### src/hdl/pio_pkg.sv
// Package: register map, control word fields and shared types of the parallel I/O unit
package pio_pkg;
  localparam logic [1:0] first_port_data_off            = 2'h0;
  localparam logic [1:0] second_port_data_off           = 2'h1;
  localparam logic [1:0] third_port_data_off            = 2'h2;
  localparam logic [1:0] port_configuration_control_off = 2'h3;
  localparam int         addr_word_lsb                  = 2;
  localparam int         port_width                     = 8;
  // Control word fields
  localparam int ctl_define_bit    = 7;
  localparam int ctl_mode_hi_bit   = 6;
  localparam int ctl_mode_lo_bit   = 5;
  localparam int ctl_first_dir_bit = 4;
  localparam int ctl_high_dir_bit  = 3;
  localparam int ctl_group_b_bit   = 2;
  localparam int ctl_second_dir_bit = 1;
  localparam int ctl_low_dir_bit   = 0;
  localparam int ctl_bsr_sel_lsb   = 1;
  localparam int ctl_bsr_val_bit   = 0;
  localparam logic [7:0] ctl_reset_value = 8'h9B;
  localparam logic [7:0] out_reset_value = 8'h00;
  // Strobed mode handshake lines on the third port
  localparam int hs_strobe_n_bit = 4;
  localparam int hs_ibf_bit      = 5;
  localparam int hs_ack_n_bit    = 6;
  localparam int hs_obf_n_bit    = 7;
  localparam int hs_intr_bit     = 3;

  typedef enum logic [1:0] {
    mode_basic   = 2'b00,
    mode_strobed = 2'b01,
    mode_bidir   = 2'b11
  } mode_t;

  typedef struct packed {
    logic       define;
    mode_t      mode;
    logic       first_in;
    logic       high_in;
    logic       group_b_mode;
    logic       second_in;
    logic       low_in;
  } config_t;

  typedef struct packed {
    logic [7:0] first;
    logic [7:0] second;
    logic [7:0] third;
  } pins_t;
endpackage

### src/hdl/programmable_io_unit.sv
// Programmable 24-line parallel I/O unit with an APB register slave
`timescale 1ns/1ps

module programmable_io_unit (
  input  wire logic         clk,
  input  wire logic         resetn,
  input  wire logic         psel,
  input  wire logic         penable,
  input  wire logic         pwrite,
  input  wire logic [31:0]  paddr,
  input  wire logic [31:0]  pwdata,
  output logic      [31:0]  prdata,
  output logic              pready,
  output logic              pslverr,
  input  wire pio_pkg::pins_t pins_in,
  output pio_pkg::pins_t    pins_out,
  output pio_pkg::pins_t    pins_oe
);

  pio_pkg::config_t cfg;
  logic [7:0]       first_out;
  logic [7:0]       second_out;
  logic [7:0]       third_out;
  logic [7:0]       first_latch;
  pio_pkg::pins_t   sync1;
  pio_pkg::pins_t   sync2;
  pio_pkg::pins_t   sync3;
  pio_pkg::pins_t   pins_now;
  logic             obf;
  logic             ibf;
  logic             ack_seen;
  logic             strobe_seen;
  logic [1:0]       reg_sel;
  logic             wr_en;
  logic             rd_en;
  logic             ctl_wr;
  logic             data_wr;
  logic [7:0]       wbyte;
  logic [7:0]       next_rdata;
  logic             handshake;
  logic             bidir;
  logic [2:0]       bsr_sel;

  assign reg_sel   = paddr[pio_pkg::addr_word_lsb +: 2];
  assign wr_en     = psel && penable && pwrite;
  assign rd_en     = psel && penable && !pwrite;
  assign wbyte     = pwdata[7:0];
  assign ctl_wr    = wr_en && (reg_sel == pio_pkg::port_configuration_control_off);
  assign data_wr   = wr_en && (reg_sel != pio_pkg::port_configuration_control_off);
  assign handshake = cfg.mode != pio_pkg::mode_basic;
  assign bidir     = cfg.mode[1];
  assign bsr_sel   = wbyte[pio_pkg::ctl_bsr_sel_lsb +: 3];
  // Single-cycle slave; unmapped high address bits alias, no error case exists
  assign pready    = 1'b1;
  assign pslverr   = 1'b0;

  // Three stages; only the agreeing later two count, so the first stays private
  always_ff @(posedge clk or negedge resetn) begin
    if (!resetn) begin
      sync1    <= '0;
      sync2    <= '0;
      sync3    <= '0;
      pins_now <= '0;
    end else begin
      sync1 <= pins_in;
      sync2 <= sync1;
      sync3 <= sync2;
      for (int i = 0; i < 24; i++) begin
        if (sync2[i] == sync3[i]) begin
          pins_now[i] <= sync3[i];
        end
      end
    end
  end

  // Configuration register, all inputs after reset
  always_ff @(posedge clk or negedge resetn) begin
    if (!resetn) begin
      cfg <= pio_pkg::config_t'(pio_pkg::ctl_reset_value);
    end else if (ctl_wr && wbyte[pio_pkg::ctl_define_bit]) begin
      cfg.define       <= 1'b1;
      cfg.mode         <= wbyte[pio_pkg::ctl_mode_hi_bit] ? pio_pkg::mode_bidir
                        : pio_pkg::mode_t'(wbyte[pio_pkg::ctl_mode_hi_bit:pio_pkg::ctl_mode_lo_bit]);
      cfg.first_in     <= wbyte[pio_pkg::ctl_first_dir_bit];
      cfg.high_in      <= wbyte[pio_pkg::ctl_high_dir_bit];
      cfg.group_b_mode <= wbyte[pio_pkg::ctl_group_b_bit];
      cfg.second_in    <= wbyte[pio_pkg::ctl_second_dir_bit];
      cfg.low_in       <= wbyte[pio_pkg::ctl_low_dir_bit];
    end
  end

  // First and second port output latches
  always_ff @(posedge clk or negedge resetn) begin
    if (!resetn) begin
      first_out  <= pio_pkg::out_reset_value;
      second_out <= pio_pkg::out_reset_value;
    end else if (ctl_wr && wbyte[pio_pkg::ctl_define_bit]) begin
      first_out  <= pio_pkg::out_reset_value;
      second_out <= pio_pkg::out_reset_value;
    end else if (data_wr && reg_sel == pio_pkg::first_port_data_off) begin
      first_out <= wbyte;
    end else if (data_wr && reg_sel == pio_pkg::second_port_data_off) begin
      second_out <= wbyte;
    end
  end

  // Third port latch; bit set/reset touches one line only
  always_ff @(posedge clk or negedge resetn) begin
    if (!resetn) begin
      third_out <= pio_pkg::out_reset_value;
    end else if (ctl_wr && wbyte[pio_pkg::ctl_define_bit]) begin
      third_out <= pio_pkg::out_reset_value;
    end else if (ctl_wr) begin
      third_out[bsr_sel] <= wbyte[pio_pkg::ctl_bsr_val_bit];
    end else if (data_wr && reg_sel == pio_pkg::third_port_data_off) begin
      third_out <= wbyte;
    end
  end

  // Handshake flags; the setting write or strobe edge wins over the clearing ack or read
  always_ff @(posedge clk or negedge resetn) begin
    if (!resetn) begin
      obf         <= 1'b0;
      ibf         <= 1'b0;
      ack_seen    <= 1'b0;
      strobe_seen <= 1'b0;
    end else begin
      ack_seen    <= !pins_now.third[pio_pkg::hs_ack_n_bit];
      strobe_seen <= !pins_now.third[pio_pkg::hs_strobe_n_bit];
      // Of the control writes only a mode definition empties the buffer; line set/reset leaves it alone
      if (!handshake || (ctl_wr && wbyte[pio_pkg::ctl_define_bit])) begin
        obf <= 1'b0;
      end else if (data_wr && reg_sel == pio_pkg::first_port_data_off) begin
        obf <= 1'b1;
      end else if (ack_seen) begin
        obf <= 1'b0;
      end
      if (!handshake || (ctl_wr && wbyte[pio_pkg::ctl_define_bit])) begin
        ibf <= 1'b0;
      end else if (!strobe_seen && !pins_now.third[pio_pkg::hs_strobe_n_bit]) begin
        ibf <= 1'b1;
      end else if (rd_en && reg_sel == pio_pkg::first_port_data_off) begin
        ibf <= 1'b0;
      end
    end
  end

  // First port input latch: strobe edge in handshake modes, else follows pins
  always_ff @(posedge clk or negedge resetn) begin
    if (!resetn) begin
      first_latch <= 8'h00;
    end else if (!handshake) begin
      first_latch <= pins_now.first;
    end else if (!strobe_seen && !pins_now.third[pio_pkg::hs_strobe_n_bit]) begin
      first_latch <= pins_now.first;
    end
  end

  // Pin drivers; direction bit one means input
  always_comb begin
    pins_out.first  = first_out;
    pins_out.second = second_out;
    pins_out.third  = third_out;
    pins_oe.first   = {8{!cfg.first_in}};
    pins_oe.second  = {8{!cfg.second_in}};
    pins_oe.third   = {{4{!cfg.high_in}}, {4{!cfg.low_in}}};
    if (bidir) begin
      // Bus driven only while output is full and acknowledged
      pins_oe.first = {8{obf && ack_seen}};
    end
    if (handshake) begin
      pins_out.third[pio_pkg::hs_obf_n_bit] = !obf;
      pins_out.third[pio_pkg::hs_ibf_bit]   = ibf;
      pins_out.third[pio_pkg::hs_intr_bit]  = ibf || (obf == 1'b0);
      pins_oe.third[pio_pkg::hs_obf_n_bit]  = 1'b1;
      pins_oe.third[pio_pkg::hs_ibf_bit]    = 1'b1;
      pins_oe.third[pio_pkg::hs_intr_bit]   = 1'b1;
      pins_oe.third[pio_pkg::hs_strobe_n_bit] = 1'b0;
      pins_oe.third[pio_pkg::hs_ack_n_bit]  = 1'b0;
    end
  end

  // Read mux; first port output reads return its latch, the other ports return the pins
  always_comb begin
    next_rdata = 8'h00;
    case (reg_sel)
      pio_pkg::first_port_data_off:  next_rdata = cfg.first_in || bidir ? first_latch : first_out;
      pio_pkg::second_port_data_off: next_rdata = pins_now.second;
      pio_pkg::third_port_data_off:  next_rdata = pins_now.third;
      default:                       next_rdata = 8'h00;
    endcase
  end

  always_ff @(posedge clk or negedge resetn) begin
    if (!resetn) begin
      prdata <= 32'h0000_0000;
    end else if (psel && !penable && !pwrite) begin
      prdata <= {24'h00_0000, next_rdata};
    end
  end

  reset_all_in_a: assert property (@(posedge clk) disable iff (!resetn)
    $rose(resetn) |-> pins_oe == '0)
    else $error("ports not all inputs after reset");
  ctl_clears_a: assert property (@(posedge clk) disable iff (!resetn)
    ctl_wr && wbyte[7] |=> first_out == 8'h00 && second_out == 8'h00 && third_out == 8'h00)
    else $error("control write did not clear outputs");
  all_out_a: assert property (@(posedge clk) disable iff (!resetn)
    ctl_wr && wbyte == 8'h80 |=> pins_oe == {24{1'b1}})
    else $error("80h did not make all outputs");
  all_in_a: assert property (@(posedge clk) disable iff (!resetn)
    ctl_wr && wbyte == 8'h9B |=> pins_oe == '0)
    else $error("9Bh did not make all inputs");
  bsr_keeps_cfg_a: assert property (@(posedge clk) disable iff (!resetn)
    ctl_wr && !wbyte[7] |=> $stable(cfg) && third_out[$past(bsr_sel)] == $past(wbyte[0]))
    else $error("bit set/reset misapplied");
  first_write_a: assert property (@(posedge clk) disable iff (!resetn)
    data_wr && reg_sel == 2'h0 |=> first_out == $past(wbyte))
    else $error("first port latch not written");
  nibble_dir_a: assert property (@(posedge clk) disable iff (!resetn)
    ctl_wr && wbyte == 8'h88 |=> pins_oe.third == 8'h0F)
    else $error("nibble directions wrong");
  mode_sel_a: assert property (@(posedge clk) disable iff (!resetn)
    ctl_wr && wbyte[7:5] == 3'b101 |=> cfg.mode == pio_pkg::mode_strobed)
    else $error("strobed mode not selected");


  ctl_read_zero_a: assert property (@(posedge clk) disable iff (!resetn)
    psel && !penable && !pwrite && reg_sel == pio_pkg::port_configuration_control_off
      |=> prdata == 32'h0000_0000)
    else $error("control word read not zero");

  second_write_a: assert property (@(posedge clk) disable iff (!resetn)
    data_wr && reg_sel == pio_pkg::second_port_data_off
      |=> second_out == $past(wbyte))
    else $error("second port latch not written");

  third_write_a: assert property (@(posedge clk) disable iff (!resetn)
    data_wr && reg_sel == pio_pkg::third_port_data_off
      |=> third_out == $past(wbyte))
    else $error("third port latch not written");

  lines_follow_a: assert property (@(posedge clk) disable iff (!resetn)
    !handshake
      |-> pins_out == {first_out, second_out, third_out})
    else $error("basic mode lines differ from latches");

  high_dir_a: assert property (@(posedge clk) disable iff (!resetn)
    !handshake
      |-> pins_oe.third[7:4] == {4{!cfg.high_in}})
    else $error("high nibble direction wrong");

  group_b_kept_a: assert property (@(posedge clk) disable iff (!resetn)
    ctl_wr && wbyte[pio_pkg::ctl_define_bit]
      |=> cfg.group_b_mode == $past(wbyte[pio_pkg::ctl_group_b_bit]))
    else $error("bit 2 setting not stored");

  obf_set_a: assert property (@(posedge clk) disable iff (!resetn)
    handshake && data_wr && reg_sel == pio_pkg::first_port_data_off
      |=> obf)
    else $error("output buffer flag not set");

  ibf_set_a: assert property (@(posedge clk) disable iff (!resetn)
    handshake && !strobe_seen && !pins_now.third[pio_pkg::hs_strobe_n_bit]
      && !(ctl_wr && wbyte[pio_pkg::ctl_define_bit])
      |=> ibf)
    else $error("input buffer flag not set");

  // Main scenarios worth seeing at least once
  cfg_write_c: cover property (@(posedge clk) disable iff (!resetn) ctl_wr && wbyte[7]);
  strobe_capture_c: cover property (@(posedge clk) disable iff (!resetn)
    handshake && ibf);
  bidir_drive_c: cover property (@(posedge clk) disable iff (!resetn)
    bidir && obf && ack_seen);
  bsr_write_c: cover property (@(posedge clk) disable iff (!resetn) ctl_wr && !wbyte[7]);
  read_back_c: cover property (@(posedge clk) disable iff (!resetn) rd_en && reg_sel == 2'h1);

endmodule

### config.mk
export PLATFORM = sky130hd
export DESIGN_NAME = programmable_io_unit
export DESIGN_NICKNAME = d
export VERILOG_FILES = /design/src/hdl/pio_pkg.sv /design/src/hdl/programmable_io_unit.sv
export SDC_FILE = /design/constraint.sdc
export NUM_CORES = 1
export LEC_CHECK = 0
export ABC_AREA = 1
export BUFFER_PORTS_ARGS = -buffer_cell sky130_fd_sc_hd__buf_4
export CAP_MARGIN = 20
export CORE_MARGIN = 1
export CORE_UTILIZATION = 45
export DETAILED_ROUTE_END_ITERATION = 10
export HOLD_SLACK_MARGIN = 0.1
export PLACE_DENSITY = 0.72
export SYNTH_ARGS = -nofsm -noshare
export SYNTH_HDL_FRONTEND = slang
export SYNTH_SLANG_ARGS = --single-unit
export TNS_END_PERCENT = 20
### constraint.sdc
create_clock -name clk -period 1.7 [get_ports clk]
set_input_delay 0.085 -clock clk [delete_from_list [all_inputs] [get_ports clk]]
set_output_delay 0.085 -clock clk [all_outputs]
set_load 0.005 [all_outputs]
==> flow_summary.yaml <==
outcome:
  outcome: "completed"
detailed_routing:
  via_count: 3897
  initialDrtViolationCount: 162
  drc: 0
  dr_wl_met2_um: 5340
  highest_layer: "met4"
  viasPerCell: 4.56
  detail-route-antenna-nets: 0
  drtPass1Iterations: 4
  wl_um: 11200
  drt-met1-wl_um: 5230
  route.met3.wl_um: 570
  wl_per_cell_um: 13.2
worst_setup_path:
  worstPathMaxFanout: 8
  critPathTopFamily: "buffers and inverters"
  r2r-start: "cfg[4]"
  critPathBufInv: 3
  ff2ff_path_depth: 6
  cp_data_arrival_time_ns: 1.55
  required_ns: 1.62
  crit_path_frequent_cell: "buf_4"
  cp-end-kind: "primary output"
  cp_slowest_stage_delay_ns: 0.40
  reg2reg_slack_ns: 0.37
  crit_chain: "inv_1 -> o31ai_2 -> buf_4 -> buf_4"
  crit_start: "bidir"
  critPathCapture: "pins_oe[19]"
  rr_endpoint: "prdata[6]"
  cp.depth: 4
  path_class: "reg -> out"
  startpoint_type: "flip-flop"
  critPathSlowestCell: "dfrtp_1"
clock_tree:
  cts.clk_slew.worst_paths_ns: 0.06
  cts_tree: "yes"
  postCtsSetupBuffers: 0
  cts.sinks: 146
  cts-root-buf: "clkbuf_16"
  clockBufferDepth: 2
  clk-insertion-delay-late_ns: 0.41
  numCtsBuffers: 17
  h-tree-depth: 4
layout:
  area_growth_pct: 30.6
  diodes: 0
  final_area_um2: 7410
  drive_gt1_share_pct: 23.3
  nFillCells: 1012
  num-nets-final: 766
yosys:
  synth_top_family_by_area: "simple AND/OR/NAND/NOR gates"
  synth-adder-area-share_pct: 4.24
  yosysMostFrequentCell: "nand2_1"
  synthXorXnorAreaFrac_pct: 0
  synthTopCellsByCount: "nand2_1, dfrtp_1, inv_1, buf_4, nand3_1"
  synth_edf_count: 0
  syn_area_per_cell_um2: 10.4
  synth_warnings: 0
  netlist_instances: 544
  synthesis.area_um2: 5670
  synth.area.top_cells: "dfrtp_1, nand2_1, buf_4, maj3_1, inv_1"
  seq_area_frac_synth_pct: 64.5
  synth_flop_cell: "dfrtp_1"
  synth_compound_area_share_pct: 3.66
  synth_seq_cells: 146
  synth.top_cell.area_share_pct: 62.7
  async_flop_share_pct: 100
  muxShareOfSynthArea_pct: 0
  yosysTopAreaCell: "dfrtp_1"
  synthDistinctLibCells: 29
  synthSimpleGateAreaFrac_pct: 16.1
sta:
  final-setup-viol-count: 0
  fin_skew_ns: 0.0123
  tightest_slew_ns: 0.575
  max_freq_mhz: 613
  max_slew_margin_pct: 61.5
  maxSlewViolCount: 0
  holdWs_ns: 0.116
  period_share_pct: 96.0
  period_minus_slack_ns: 1.63
  finalHoldViolations: 0
power_and_ir_drop:
  ir_drop_uv: 754
  p_leak_nw: 3.73
  power.total_mw: 9.62
  powerDensity_nw_per_um2: 1300
floorplanning:
  ioPinCount: 175
  die_y_um: 114
  die_x_um: 114
  rows: 40
  core_area_um2: 12200
  dieArea_um2: 13100
  start_util_pct: 46.6
grt:
  antenna_found_initial: 0
  grt_pass1_wl_um: 18700
  grtUsageTotal_pct: 18.9
  grt_overflow: 0
  grt_pass1_vias: 3915
  grt_max_degree: 54
placement:
  gp_congestion: 0.885
  dpl-instance-area_um2: 6350
  hpwl_um: 7690
  port_buffers: 94
run:
  maxCapViolCount: 0
hold_path:
  hold_class: "in -> reg"
kinds of logic after synthesis:
family	count (synthesis)
adders and majority gates	24
buffers and inverters	116
and+or+nand+nor	221
other	2
AOI/OAI and AO/OA	35
DFF	146
registers in the layout, indices dropped and copies added (netlist names), 8 cells and up:
register     count
sync3           24
sync2           24
third_out        8
first_out        8
second_out       8
prdata           8
sync1           24
pins_now        24
first_latch      8
placed cells by master, fill, tap and decap left out, drive strengths merged, types with 2 or more instances in the layout:
cell type,n
a21oi,2
buf,103
bufinv,4
clkbuf,21
clkinv,4
conb,26
dfrtp,142
dfstp,4
dlygate4sd3,39
inv,62
maj3,24
nand2,162
nand3,31
nor2,24
nor3,3
o21ai,29
worst min path at each step:
stage / endpoint / cells past startpoint / startpoint / slack (ns)
after floorplan: ack_seen / 0 / resetn / -0.21
after global placement: third_out[7] / 1 / resetn / 0.07
after detailed placement: pins_now[17] / 1 / resetn / 0.07
after CTS: obf / 4 / paddr[2] / 0.10
after global routing: obf / 4 / paddr[2] / 0.14
final: obf / 4 / paddr[2] / 0.12
through the flow:
stage	setup WS [ns]	TNS [ns]	utilization [%]	instances
floorplan	0.292	0	-	568
global placement	0.180	0	52.3	783
detailed placement	0.167	0	52.3	783
CTS	0.0194	0	60.8	854
global route	-0.0121	-0.0168	60.9	854
finish	0.0684	0	60.9	854
report_power, final:
part | leakage (nW) | internal, mW | switching [mW]
Clock | 0.314 | 2.59 | 1.40
Combinational | 1.68 | 0.752 | 0.731
Sequential | 1.73 | 3.90 | 0.248
per-layer routing:
layer | vias up | global-route usage (%)
li1 | 1866 | -
met1 | 1886 | 25.3
met3 | 10 | 4.61
met2 | 135 | 30.5
met5 | - | 0
met4 | 0 | 6.06
final cells by class:
cell class,instances,area (µm²),area share [%]
clock buffer,21,470,6.35
clock inverter,11,173,2.33
inverter,60,228,3.07
multi-input combinational,306,1480,19.9
sequential,146,3660,49.4
tap,168,210,2.84
timing repair buffer,142,1190,16.1
tightest hold or removal path, stage by stage:
cell and delay [ns]:
buf_4 0.13, nor2_2 0.10, nand2_2 0.11, a21oi_1 0.06
what timing repair did:
action                                  in CTS  in global routing
endpoints found under the setup margin       8                 11
gates resized for setup                      1                  4
gates cloned                                 0                  0
hold buffers                                39                  0
endpoints found under the hold margin      196                  0
Power figures use the tool's default switching activity.
